## src/verilog/bhm_pkg.sv

```systemverilog
// Package for the byte hardware multiplier and its sequencer
package bhm_pkg;
   localparam int BHM_OP_W     = 8;
   localparam int BHM_PROD_W   = 16;
   localparam int BHM_WIDE_W   = 32;
   localparam int BHM_MUL_CYC  = 1;
   localparam logic [7:0]  BHM_BYTE_RST = 8'h00;
   localparam logic [31:0] BHM_WIDE_RST = 32'h0000_0000;
   localparam logic [7:0]  BHM_STAT_RST = 8'h00;
   localparam int BHM_SIGN_BIT = 7;

   // Sequencer operations
   typedef enum logic [1:0] {
      BHM_OP_U8  = 2'b00,
      BHM_OP_S8  = 2'b01,
      BHM_OP_U16 = 2'b10,
      BHM_OP_S16 = 2'b11
   } bhm_op_e;
endpackage : bhm_pkg

```

## src/verilog/bhm_if.sv

```systemverilog
// Interface between the multiplier and the instruction sequencer
`timescale 1ns/1ps
interface bhm_if;
   logic       mul_go;
   logic [7:0] working_register;
   logic [7:0] file_operand;
   logic       prod_wr;
   logic [7:0] prod_wr_high;
   logic [7:0] prod_wr_low;
   logic [7:0] product_high_byte;
   logic [7:0] product_low_byte;
   logic [7:0] alu_status_register;

   modport mult (
      input  mul_go, working_register, file_operand,
      input  prod_wr, prod_wr_high, prod_wr_low,
      output product_high_byte, product_low_byte, alu_status_register
   );
   modport seq (
      output mul_go, working_register, file_operand,
      output prod_wr, prod_wr_high, prod_wr_low,
      input  product_high_byte, product_low_byte, alu_status_register
   );
endinterface : bhm_if

```

## src/verilog/bhm_seq.sv

```systemverilog
// Sequencer building signed and wide products from byte multiplies
`timescale 1ns/1ps
module bhm_seq
   import bhm_pkg::*;
(
   // Clock and reset
   input  wire logic        CLK,
   input  wire logic        RST_N,
   // Multiplier side
   bhm_if.seq               BUS,
   // Request
   input  wire logic        START,
   input  wire bhm_op_e     OP,
   input  wire logic [15:0] FIRST_OPERAND,
   input  wire logic [15:0] SECOND_OPERAND,
   // Answer
   output logic             BUSY,
   output logic             DONE,
   output logic [31:0]      WIDE_RESULT_BYTES
);
   typedef enum logic [2:0] {
      ST_IDLE = 3'b000,
      ST_LL   = 3'b001,
      ST_HH   = 3'b010,
      ST_LH   = 3'b011,
      ST_HL   = 3'b100,
      ST_ACC  = 3'b101,
      ST_SIGN = 3'b110
   } bhm_st_e;

   bhm_st_e     st_r;
   bhm_st_e     st_nxt;
   bhm_op_e     op_r;
   logic [15:0] a_r;
   logic [15:0] b_r;
   logic [31:0] res_r;
   logic        go_r;
   logic [7:0]  wa_r;
   logic [7:0]  fb_r;
   logic        busy_r;
   logic        done_r;
   logic [15:0] prod;

   function automatic logic [7:0] pick(input logic [15:0] v,
                                       input logic hi);
      pick = hi ? v[15:8] : v[7:0];
   endfunction : pick

   assign prod = {BUS.product_high_byte, BUS.product_low_byte};

   ////////////////////////////////////////////////////////////////////
   // Next state
   always_comb begin
      st_nxt = st_r;
      case (st_r)
         ST_IDLE: begin
            if (START) begin
               st_nxt = ST_LL;
            end
         end
         ST_LL: begin
            st_nxt = op_r[1] ? ST_HH : ST_SIGN;
         end
         ST_HH: begin
            st_nxt = ST_LH;
         end
         ST_LH: begin
            st_nxt = ST_HL;
         end
         ST_HL: begin
            st_nxt = ST_ACC;
         end
         ST_ACC: begin
            st_nxt = ST_SIGN;
         end
         ST_SIGN: begin
            st_nxt = ST_IDLE;
         end
         default: begin
            st_nxt = ST_IDLE;
         end
      endcase
   end

   always_ff @(posedge CLK or negedge RST_N) begin
      if (!RST_N) begin
         st_r <= ST_IDLE;
      end else begin
         st_r <= st_nxt;
      end
   end

   // Capture request
   always_ff @(posedge CLK or negedge RST_N) begin
      if (!RST_N) begin
         op_r <= BHM_OP_U8;
         a_r  <= 16'h0000;
         b_r  <= 16'h0000;
      end else if (st_r == ST_IDLE && START) begin
         op_r <= OP;
         a_r  <= FIRST_OPERAND;
         b_r  <= SECOND_OPERAND;
      end
   end

   // Issue multiplies: working register and file operand
   always_ff @(posedge CLK or negedge RST_N) begin
      if (!RST_N) begin
         go_r <= 1'b0;
         wa_r <= BHM_BYTE_RST;
         fb_r <= BHM_BYTE_RST;
      end else begin
         go_r <= 1'b0;
         case (st_nxt)
            ST_LL: begin
               go_r <= 1'b1;
               wa_r <= (st_r == ST_IDLE) ? FIRST_OPERAND[7:0] : wa_r;
               fb_r <= (st_r == ST_IDLE) ? SECOND_OPERAND[7:0] : fb_r;
            end
            ST_HH: begin
               go_r <= 1'b1;
               wa_r <= pick(a_r, 1'b1);
               fb_r <= pick(b_r, 1'b1);
            end
            ST_LH: begin
               go_r <= 1'b1;
               wa_r <= pick(a_r, 1'b0);
               fb_r <= pick(b_r, 1'b1);
            end
            ST_HL: begin
               go_r <= 1'b1;
               wa_r <= pick(a_r, 1'b1);
               fb_r <= pick(b_r, 1'b0);
            end
            default: begin
               go_r <= 1'b0;
            end
         endcase
      end
   end

   // Accumulate result; product pair valid the cycle after go
   always_ff @(posedge CLK or negedge RST_N) begin
      if (!RST_N) begin
         res_r <= BHM_WIDE_RST;
      end else begin
         case (st_r)
            ST_HH: begin
               res_r <= {16'h0000, prod};
            end
            ST_LH: begin
               res_r <= {prod, res_r[15:0]};
            end
            ST_HL, ST_ACC: begin
               res_r <= res_r + {8'h00, prod, 8'h00};
            end
            ST_SIGN: begin
               if (op_r == BHM_OP_U8) begin
                  res_r <= {16'h0000, prod};
               end else if (op_r == BHM_OP_S8) begin
                  res_r <= {16'h0000,
                     prod[15:8]
                     - (b_r[BHM_SIGN_BIT] ? a_r[7:0] : 8'h00)
                     - (a_r[BHM_SIGN_BIT] ? b_r[7:0] : 8'h00),
                     prod[7:0]};
               end else if (op_r == BHM_OP_S16) begin
                  res_r <= {res_r[31:16]
                     - (b_r[15] ? a_r : 16'h0000)
                     - (a_r[15] ? b_r : 16'h0000),
                     res_r[15:0]};
               end
            end
            default: begin
               res_r <= res_r;
            end
         endcase
      end
   end

   // Handshake outputs
   always_ff @(posedge CLK or negedge RST_N) begin
      if (!RST_N) begin
         busy_r <= 1'b0;
         done_r <= 1'b0;
      end else begin
         busy_r <= (st_nxt != ST_IDLE);
         done_r <= (st_r == ST_SIGN);
      end
   end

   assign BUS.mul_go           = go_r;
   assign BUS.working_register = wa_r;
   assign BUS.file_operand     = fb_r;
   assign BUS.prod_wr          = 1'b0;
   assign BUS.prod_wr_high     = BHM_BYTE_RST;
   assign BUS.prod_wr_low      = BHM_BYTE_RST;
   assign BUSY                 = busy_r;
   assign DONE                 = done_r;
   assign WIDE_RESULT_BYTES    = res_r;
endmodule : bhm_seq
```

## src/flat_wrapper.sv

```systemverilog
// flat-port wrapper written by rule: the top's interface ports become plain ports
module bhm_seq_flat import bhm_pkg::*;
  (CLK, RST_N, START, OP, FIRST_OPERAND, SECOND_OPERAND, BUSY, DONE, WIDE_RESULT_BYTES, BUS_mul_go, BUS_working_register, BUS_file_operand, BUS_prod_wr, BUS_prod_wr_high, BUS_prod_wr_low, BUS_product_high_byte, BUS_product_low_byte, BUS_alu_status_register);
  bhm_if BUS_i ();
  input  wire logic CLK;
  input  wire logic RST_N;
  input  wire logic START;
  input  wire bhm_op_e OP;
  input  wire logic [15:0] FIRST_OPERAND;
  input  wire logic [15:0] SECOND_OPERAND;
  output logic BUSY;
  output logic DONE;
  output logic [31:0] WIDE_RESULT_BYTES;
  output wire logic [$bits(BUS_i.mul_go)-1:0] BUS_mul_go;
  output wire logic [$bits(BUS_i.working_register)-1:0] BUS_working_register;
  output wire logic [$bits(BUS_i.file_operand)-1:0] BUS_file_operand;
  output wire logic [$bits(BUS_i.prod_wr)-1:0] BUS_prod_wr;
  output wire logic [$bits(BUS_i.prod_wr_high)-1:0] BUS_prod_wr_high;
  output wire logic [$bits(BUS_i.prod_wr_low)-1:0] BUS_prod_wr_low;
  input wire logic [$bits(BUS_i.product_high_byte)-1:0] BUS_product_high_byte;
  input wire logic [$bits(BUS_i.product_low_byte)-1:0] BUS_product_low_byte;
  input wire logic [$bits(BUS_i.alu_status_register)-1:0] BUS_alu_status_register;
  assign BUS_mul_go = BUS_i.mul_go;
  assign BUS_working_register = BUS_i.working_register;
  assign BUS_file_operand = BUS_i.file_operand;
  assign BUS_prod_wr = BUS_i.prod_wr;
  assign BUS_prod_wr_high = BUS_i.prod_wr_high;
  assign BUS_prod_wr_low = BUS_i.prod_wr_low;
  assign BUS_i.product_high_byte = BUS_product_high_byte;
  assign BUS_i.product_low_byte = BUS_product_low_byte;
  assign BUS_i.alu_status_register = BUS_alu_status_register;
  bhm_seq u_core (.CLK(CLK), .RST_N(RST_N), .BUS(BUS_i), .START(START), .OP(OP), .FIRST_OPERAND(FIRST_OPERAND), .SECOND_OPERAND(SECOND_OPERAND), .BUSY(BUSY), .DONE(DONE), .WIDE_RESULT_BYTES(WIDE_RESULT_BYTES));
endmodule
```

## config.mk

```make
export PLATFORM = sky130hd
export DESIGN_NAME = bhm_seq_flat
export DESIGN_NICKNAME = d
export VERILOG_FILES = /design/src/verilog/bhm_pkg.sv /design/src/verilog/bhm_if.sv /design/src/verilog/bhm_seq.sv /design/src/flat_wrapper.sv
export SDC_FILE = /design/constraint.sdc
export NUM_CORES = 1
export LEC_CHECK = 0
export BUFFER_PORTS_ARGS = -buffer_cell sky130_fd_sc_hd__buf_2
export CORE_MARGIN = 5
export CORE_UTILIZATION = 60
export CTS_CLUSTER_DIAMETER = 40
export DETAILED_ROUTE_END_ITERATION = 6
export MAX_ROUTING_LAYER = met4
export PLACE_DENSITY_LB_ADDON = 0.12
export SLEW_MARGIN = 20
export SYNTH_ARGS = -nofsm -noshare
export SYNTH_HDL_FRONTEND = slang
export SYNTH_SLANG_ARGS = --single-unit
```

## constraint.sdc

```tcl
create_clock -name CLK -period 7.6 [get_ports CLK]
set_input_delay 1.52 -clock CLK [delete_from_list [all_inputs] [get_ports CLK]]
set_output_delay 1.52 -clock CLK [all_outputs]
set_load 0.005 [all_outputs]
```

Word-level counts from Yosys, hierarchy flattened
Cells that the tools add are included.
{"block": "op_classes", "addsub": 5, "n_eq_ne": 15, "mux": 16, "n_bitwise": 1, "reduce_logical": 16}
{"cell": "one-hot mux 32 bit (4 select lines)", "n": 1}
{"cell": "2-to-1 mux 32 bit", "n": 3}
{"cell": "one-hot mux 8 bit (3 select lines)", "n": 2}
{"cell": "adder 32 x 24 -> 32 bit", "n": 1}
{"cell": "2-to-1 mux 16 bit", "n": 2}
{"cell": "2-to-1 mux 8 bit", "n": 4}
{"cell": "subtractor 16 bit", "n": 2}
{"cell": "one-hot mux 3 bit (6 select lines)", "n": 1}
{"cell": "subtractor 8 bit", "n": 2}
{"cell": "== test 3 x 2 -> 1 bit (second input constant)", "n": 4}
{"cell": "== test 3 bit (second input constant)", "n": 4}
{"cell": "nonzero test 3 bit", "n": 4}
{"cell": "== test 3 x 1 -> 1 bit (second input constant)", "n": 2}
{"cell": "2-to-1 mux 3 bit", "n": 2}
{"cell": "AND reduction 2 bit", "n": 3}
{"cell": "OR reduction 2 bit", "n": 3}
{"cell": "!= test 4 x 1 -> 1 bit (second input constant)", "n": 1}
{"cell": "nonzero test 4 bit", "n": 1}
{"cell": "OR reduction 4 bit", "n": 1}
{"cell": "logical NOT 3 bit", "n": 1}
{"cell": "!= test 3 x 1 -> 1 bit (second input constant)", "n": 1}
{"cell": "AND reduction 3 bit", "n": 1}
{"cell": "== test 2 x 1 -> 1 bit (second input constant)", "n": 1}
{"cell": "== test 2 bit (second input constant)", "n": 1}
{"cell": "5 further kinds", "n": 5}
{"block": "totals", "register_bits": 88, "in_bits": 61, "output_inout_bits": 68, "wordCells": 64}

Depth between registers and ports, before layout
{"block": "logic_depth", "ltp_word": 7, "ltp_mapped": 13, "mapped_depth_nobuf": 11}

Worst setup path before layout
OpenSTA, ideal clock, no wires.
{"block": "synth_timing", "kind": "input to register", "start": "input port BUS_product_high_byte[4]", "end": "register u_core.res_r[15], in the netlist u_core.WIDE_RESULT_BYTES[15]", "setup_ns": 0.082, "arrival_time_ns": 3.979, "required_ns": 7.518, "setup_slack_ns": 3.539, "stages": 11, "n_path_buf": 0, "cell_sequence": "inv_1 > fa_1 > inv_1 > ha_1 > and3_1 > a2111o_1 > a21o_1 > a21oi_1 > xor2_1 > mux2_2 > a31oi_1"}
{"block": "synth_via", "elab_chain_cells": 5}
{"element": "start: declaration", "line_no": "flat_wrapper.sv:20", "source": "input wire logic [$bits(BUS_i.product_high_byte)-1:0] BUS_product_high_byte;"}
{"element": "subtractor 8 bit", "line_no": "bhm_seq.sv:163", "source": "- (b_r[BHM_SIGN_BIT] ? a_r[7:0] : 8'h00)"}
{"element": "subtractor 8 bit", "line_no": "bhm_seq.sv:164", "source": "- (a_r[BHM_SIGN_BIT] ? b_r[7:0] : 8'h00),"}
{"element": "2-to-1 mux 32 bit", "line_no": "bhm_seq.sv:160", "source": "end else if (op_r == BHM_OP_S8) begin"}
{"element": "2-to-1 mux 32 bit", "line_no": "bhm_seq.sv:158", "source": "if (op_r == BHM_OP_U8) begin"}
{"element": "one-hot mux 32 bit (4 select lines)", "line_no": "bhm_seq.sv:147", "source": "case (st_r)"}
{"element": "end signal: assignment", "line_no": "bhm_seq.sv:149", "source": "res_r <= {16'h0000, prod};"}
{"element": "end signal: assignment", "line_no": "bhm_seq.sv:159", "source": "res_r <= {16'h0000, prod};"}
{"element": "end signal: assignment", "line_no": "bhm_seq.sv:161", "source": "res_r <= {16'h0000,"}
{"element": "end: declaration", "line_no": "bhm_seq.sv:36", "source": "logic [31:0] res_r;"}
Every way passes these cells.
A chain may end at the register's enable or synchronous reset.

Worst setup path after layout
Ends and elaborated chain as after synthesis.

==> flow_summary.toml <==
[status]
status = "finished, final reports clean"

[hold_path]
hp-class = "flip-flop to flip-flop"

[critical_path]
r2r_slack_ns = 4.10
critPathTopFamily = "compound AO/OA/AOI/OAI gates"
worstPathArrival_ns = 4.40
start_kind = "primary input"
cp-end-kind = "flip-flop"
cp.required_ns = 7.87
slowest_stage = "fa_1"
worst-path-max-fanout = 5
crit_buf_inv = 3
worst-setup-path-type = "primary input to flip-flop"
slowest_delay_ns = 0.53
crit_top_cell = "inv_1"
path_cells = "buf_2, inv_1, fa_1, inv_1, ha_1, and3_1, a2111o_1, a21o_1, a21oi_1, xor2_1, mux2_2, a31oi_1"

[cells_and_area]
final_cells = 1017
layout.nets = 995
final_common_cell = "buf_2"
n_antenna_cell = 0
drive_above_1_share = 0.2162
final_cell_mix = "102 x buf_2, 88 x dfrtp_1, 72 x inv_1"
area_delta_synth_final_pct = 12.14

[grt]
track_usage = 0.2986
grt_pass1_wl_microns = 32460
grt_max_degree = 46
overflow = 0
antenna_found_initial = 0
grt_pass1_vias = 6110

[drt]
wirelength_microns = 20300
drc_errors = 0
viasPerCell = 6.137
dr.pass1.iters = 5
wl_per_cell_microns = 19.96
num_vias = 6241
drt_iter0_markers = 572
detail-route-antenna-nets = 0

[place]
place_inst = 1001
io_buffers = 103
hpwl_microns = 15720
gp_congestion = 0.9458

[floorplanning]
die_w_microns = 118.3
start_util = 0.6140
die_area_sq_mm = 0.01400
core-area_sq_mm = 0.01147
die_h_microns = 118.3
io_pins = 129
row_count = 39

[timing]
fmax_mhz = 242.3
period_minus_slack_ns = 4.127
slew_violations = 0
tightest_slew_ns = 1.106
skew_ns = 0.009365
hold_viol = 0
finalSetupTns_ns = 0
fin_hold_ws_ns = 0.4885
setup_viol = 0
grt_setup_unrepaired = "no"
maxSlewHeadroom = 0.2597
final.period_utilization = 0.5430

[clock_network]
root_buffer = "clkbuf_16"
cts_setup_buffers = 0
clk_path_buf_depth = 2
postCtsResizedCells = 0
numCtsBuffers = 9
clk_latency_ns = 0.35
cts_tree = "yes"
postCtsHoldBufs = 0
htree_levels = 3
path_clk_slew_ns = 0.07
clock_sinks = 88

[logic_synthesis]
synth_edf_count = 0
netlist_area_sq_mm = 0.007041
ys_warn_count = 0
synth_seq_cells = 88
yosys-top-cells-area = "dfrtp_1 31%, mux2_2 8.5%, ha_1 7.5%"
synthDominantCellAreaShare = 0.3128
seq_area_frac_synth = 0.3128
synth_top_flop_cell = "dfrtp_1"
async_reset_ff_frac = 1.000
ys_types = 60
synth.avg_cell_area_sq_um = 9.015
syn_inst = 781
yosys.area.top_type = "dfrtp_1"

[flow_run]
cap_violations = 0
==> final cells by class <==
type	count	area, sq um
Inverter	72	270.3
Timing Repair Buffer	108	555.5
Tap cell	143	178.9
Sequential cell	88	2202
Fill cell	945	3572
Multi-Input combinational cell	590	4385
Clock buffer	10	229.0
Clock inverter	6	73.82
==> sequential cells by signal, indices dropped and copies added (netlist names) <==
signal	flops
u_core.BUS.file_operand	8
u_core.BUS.mul_go	1
u_core.BUS.working_register	8
u_core.BUSY	1
u_core.DONE	1
u_core.WIDE_RESULT_BYTES	32
u_core.a_r	16
u_core.b_r	16
u_core.op_r	2
u_core.st_r	3
==> through the flow <==
stage               utilization  area [sq um]  setup WS [ns]
floorplan                     -          7101          3.539
global placement         0.6619          7590          3.212
detailed placement       0.6621          7592          3.163
CTS                      0.6885          7895          3.516
global route             0.6885          7895          3.372
finish                   0.6885          7895          3.473
==> routing by layer <==
metal | wire (microns) | GRT usage | up-vias
li1 | - | - | 2898
met1 | 8547 | 0.3917 | 2976
met5 | 0 | - | -
met2 | 9451 | 0.4599 | 320
met3 | 1575 | 0.04680 | 47
met4 | 726 | 0.1312 | 0
==> cells in the mapped netlist (11+ instances only) <==
library cell and n:
a21o_1 15, o21ai_0 37, a31oi_1 14, nor2_1 56
xor2_1 15, nor3_1 11, and2_1 45, inv_1 72
nand3_1 12, dfrtp_1 88, nand2_1 57, buf_4 17
ha_1 42, mux2_2 53, clkbuf_1 21, xnor2_1 18
a21oi_1 53, a22oi_1 19, fa_1 23
==> tightest hold or removal path, delay by kind of cell, from the launching register on <==
kind | cells | cell delay, ns
DFF | 1 | 0.34
AOI/OAI and AO/OA | 1 | 0.06
and+or+nand+nor | 1 | 0.05
==> logic make-up after synthesis <==
kind of cell,count (synthesis),share of synthesized area
AO/OA/AOI/OAI,204,0.1912
XOR/XNOR,33,0.04105
adder cells (fa/ha/maj),65,0.1400
buffers and inverters,119,0.07375
flip-flops,88,0.3128
multiplexers,56,0.08903
other,1,0.0005326
AND/OR/NAND/NOR,215,0.1516
==> final timing paths <==
kind                                              from                            to  depth (start not counted)
setup / recovery              BUS_product_high_byte[4]  u_core.WIDE_RESULT_BYTES[15]                         12
hold / removal             u_core.WIDE_RESULT_BYTES[1]   u_core.WIDE_RESULT_BYTES[1]                          2
setup reg to reg                        u_core.b_r[15]  u_core.WIDE_RESULT_BYTES[31]                         11
hold reg to reg            u_core.WIDE_RESULT_BYTES[1]   u_core.WIDE_RESULT_BYTES[1]                          2
max in group asynchronous                        RST_N                u_core.b_r[10]                          2
min in group asynchronous                        RST_N  u_core.WIDE_RESULT_BYTES[23]                          1
Power is not shown: default switching activity piles up to over one toggle a cycle in this logic, so the estimate is an artifact.
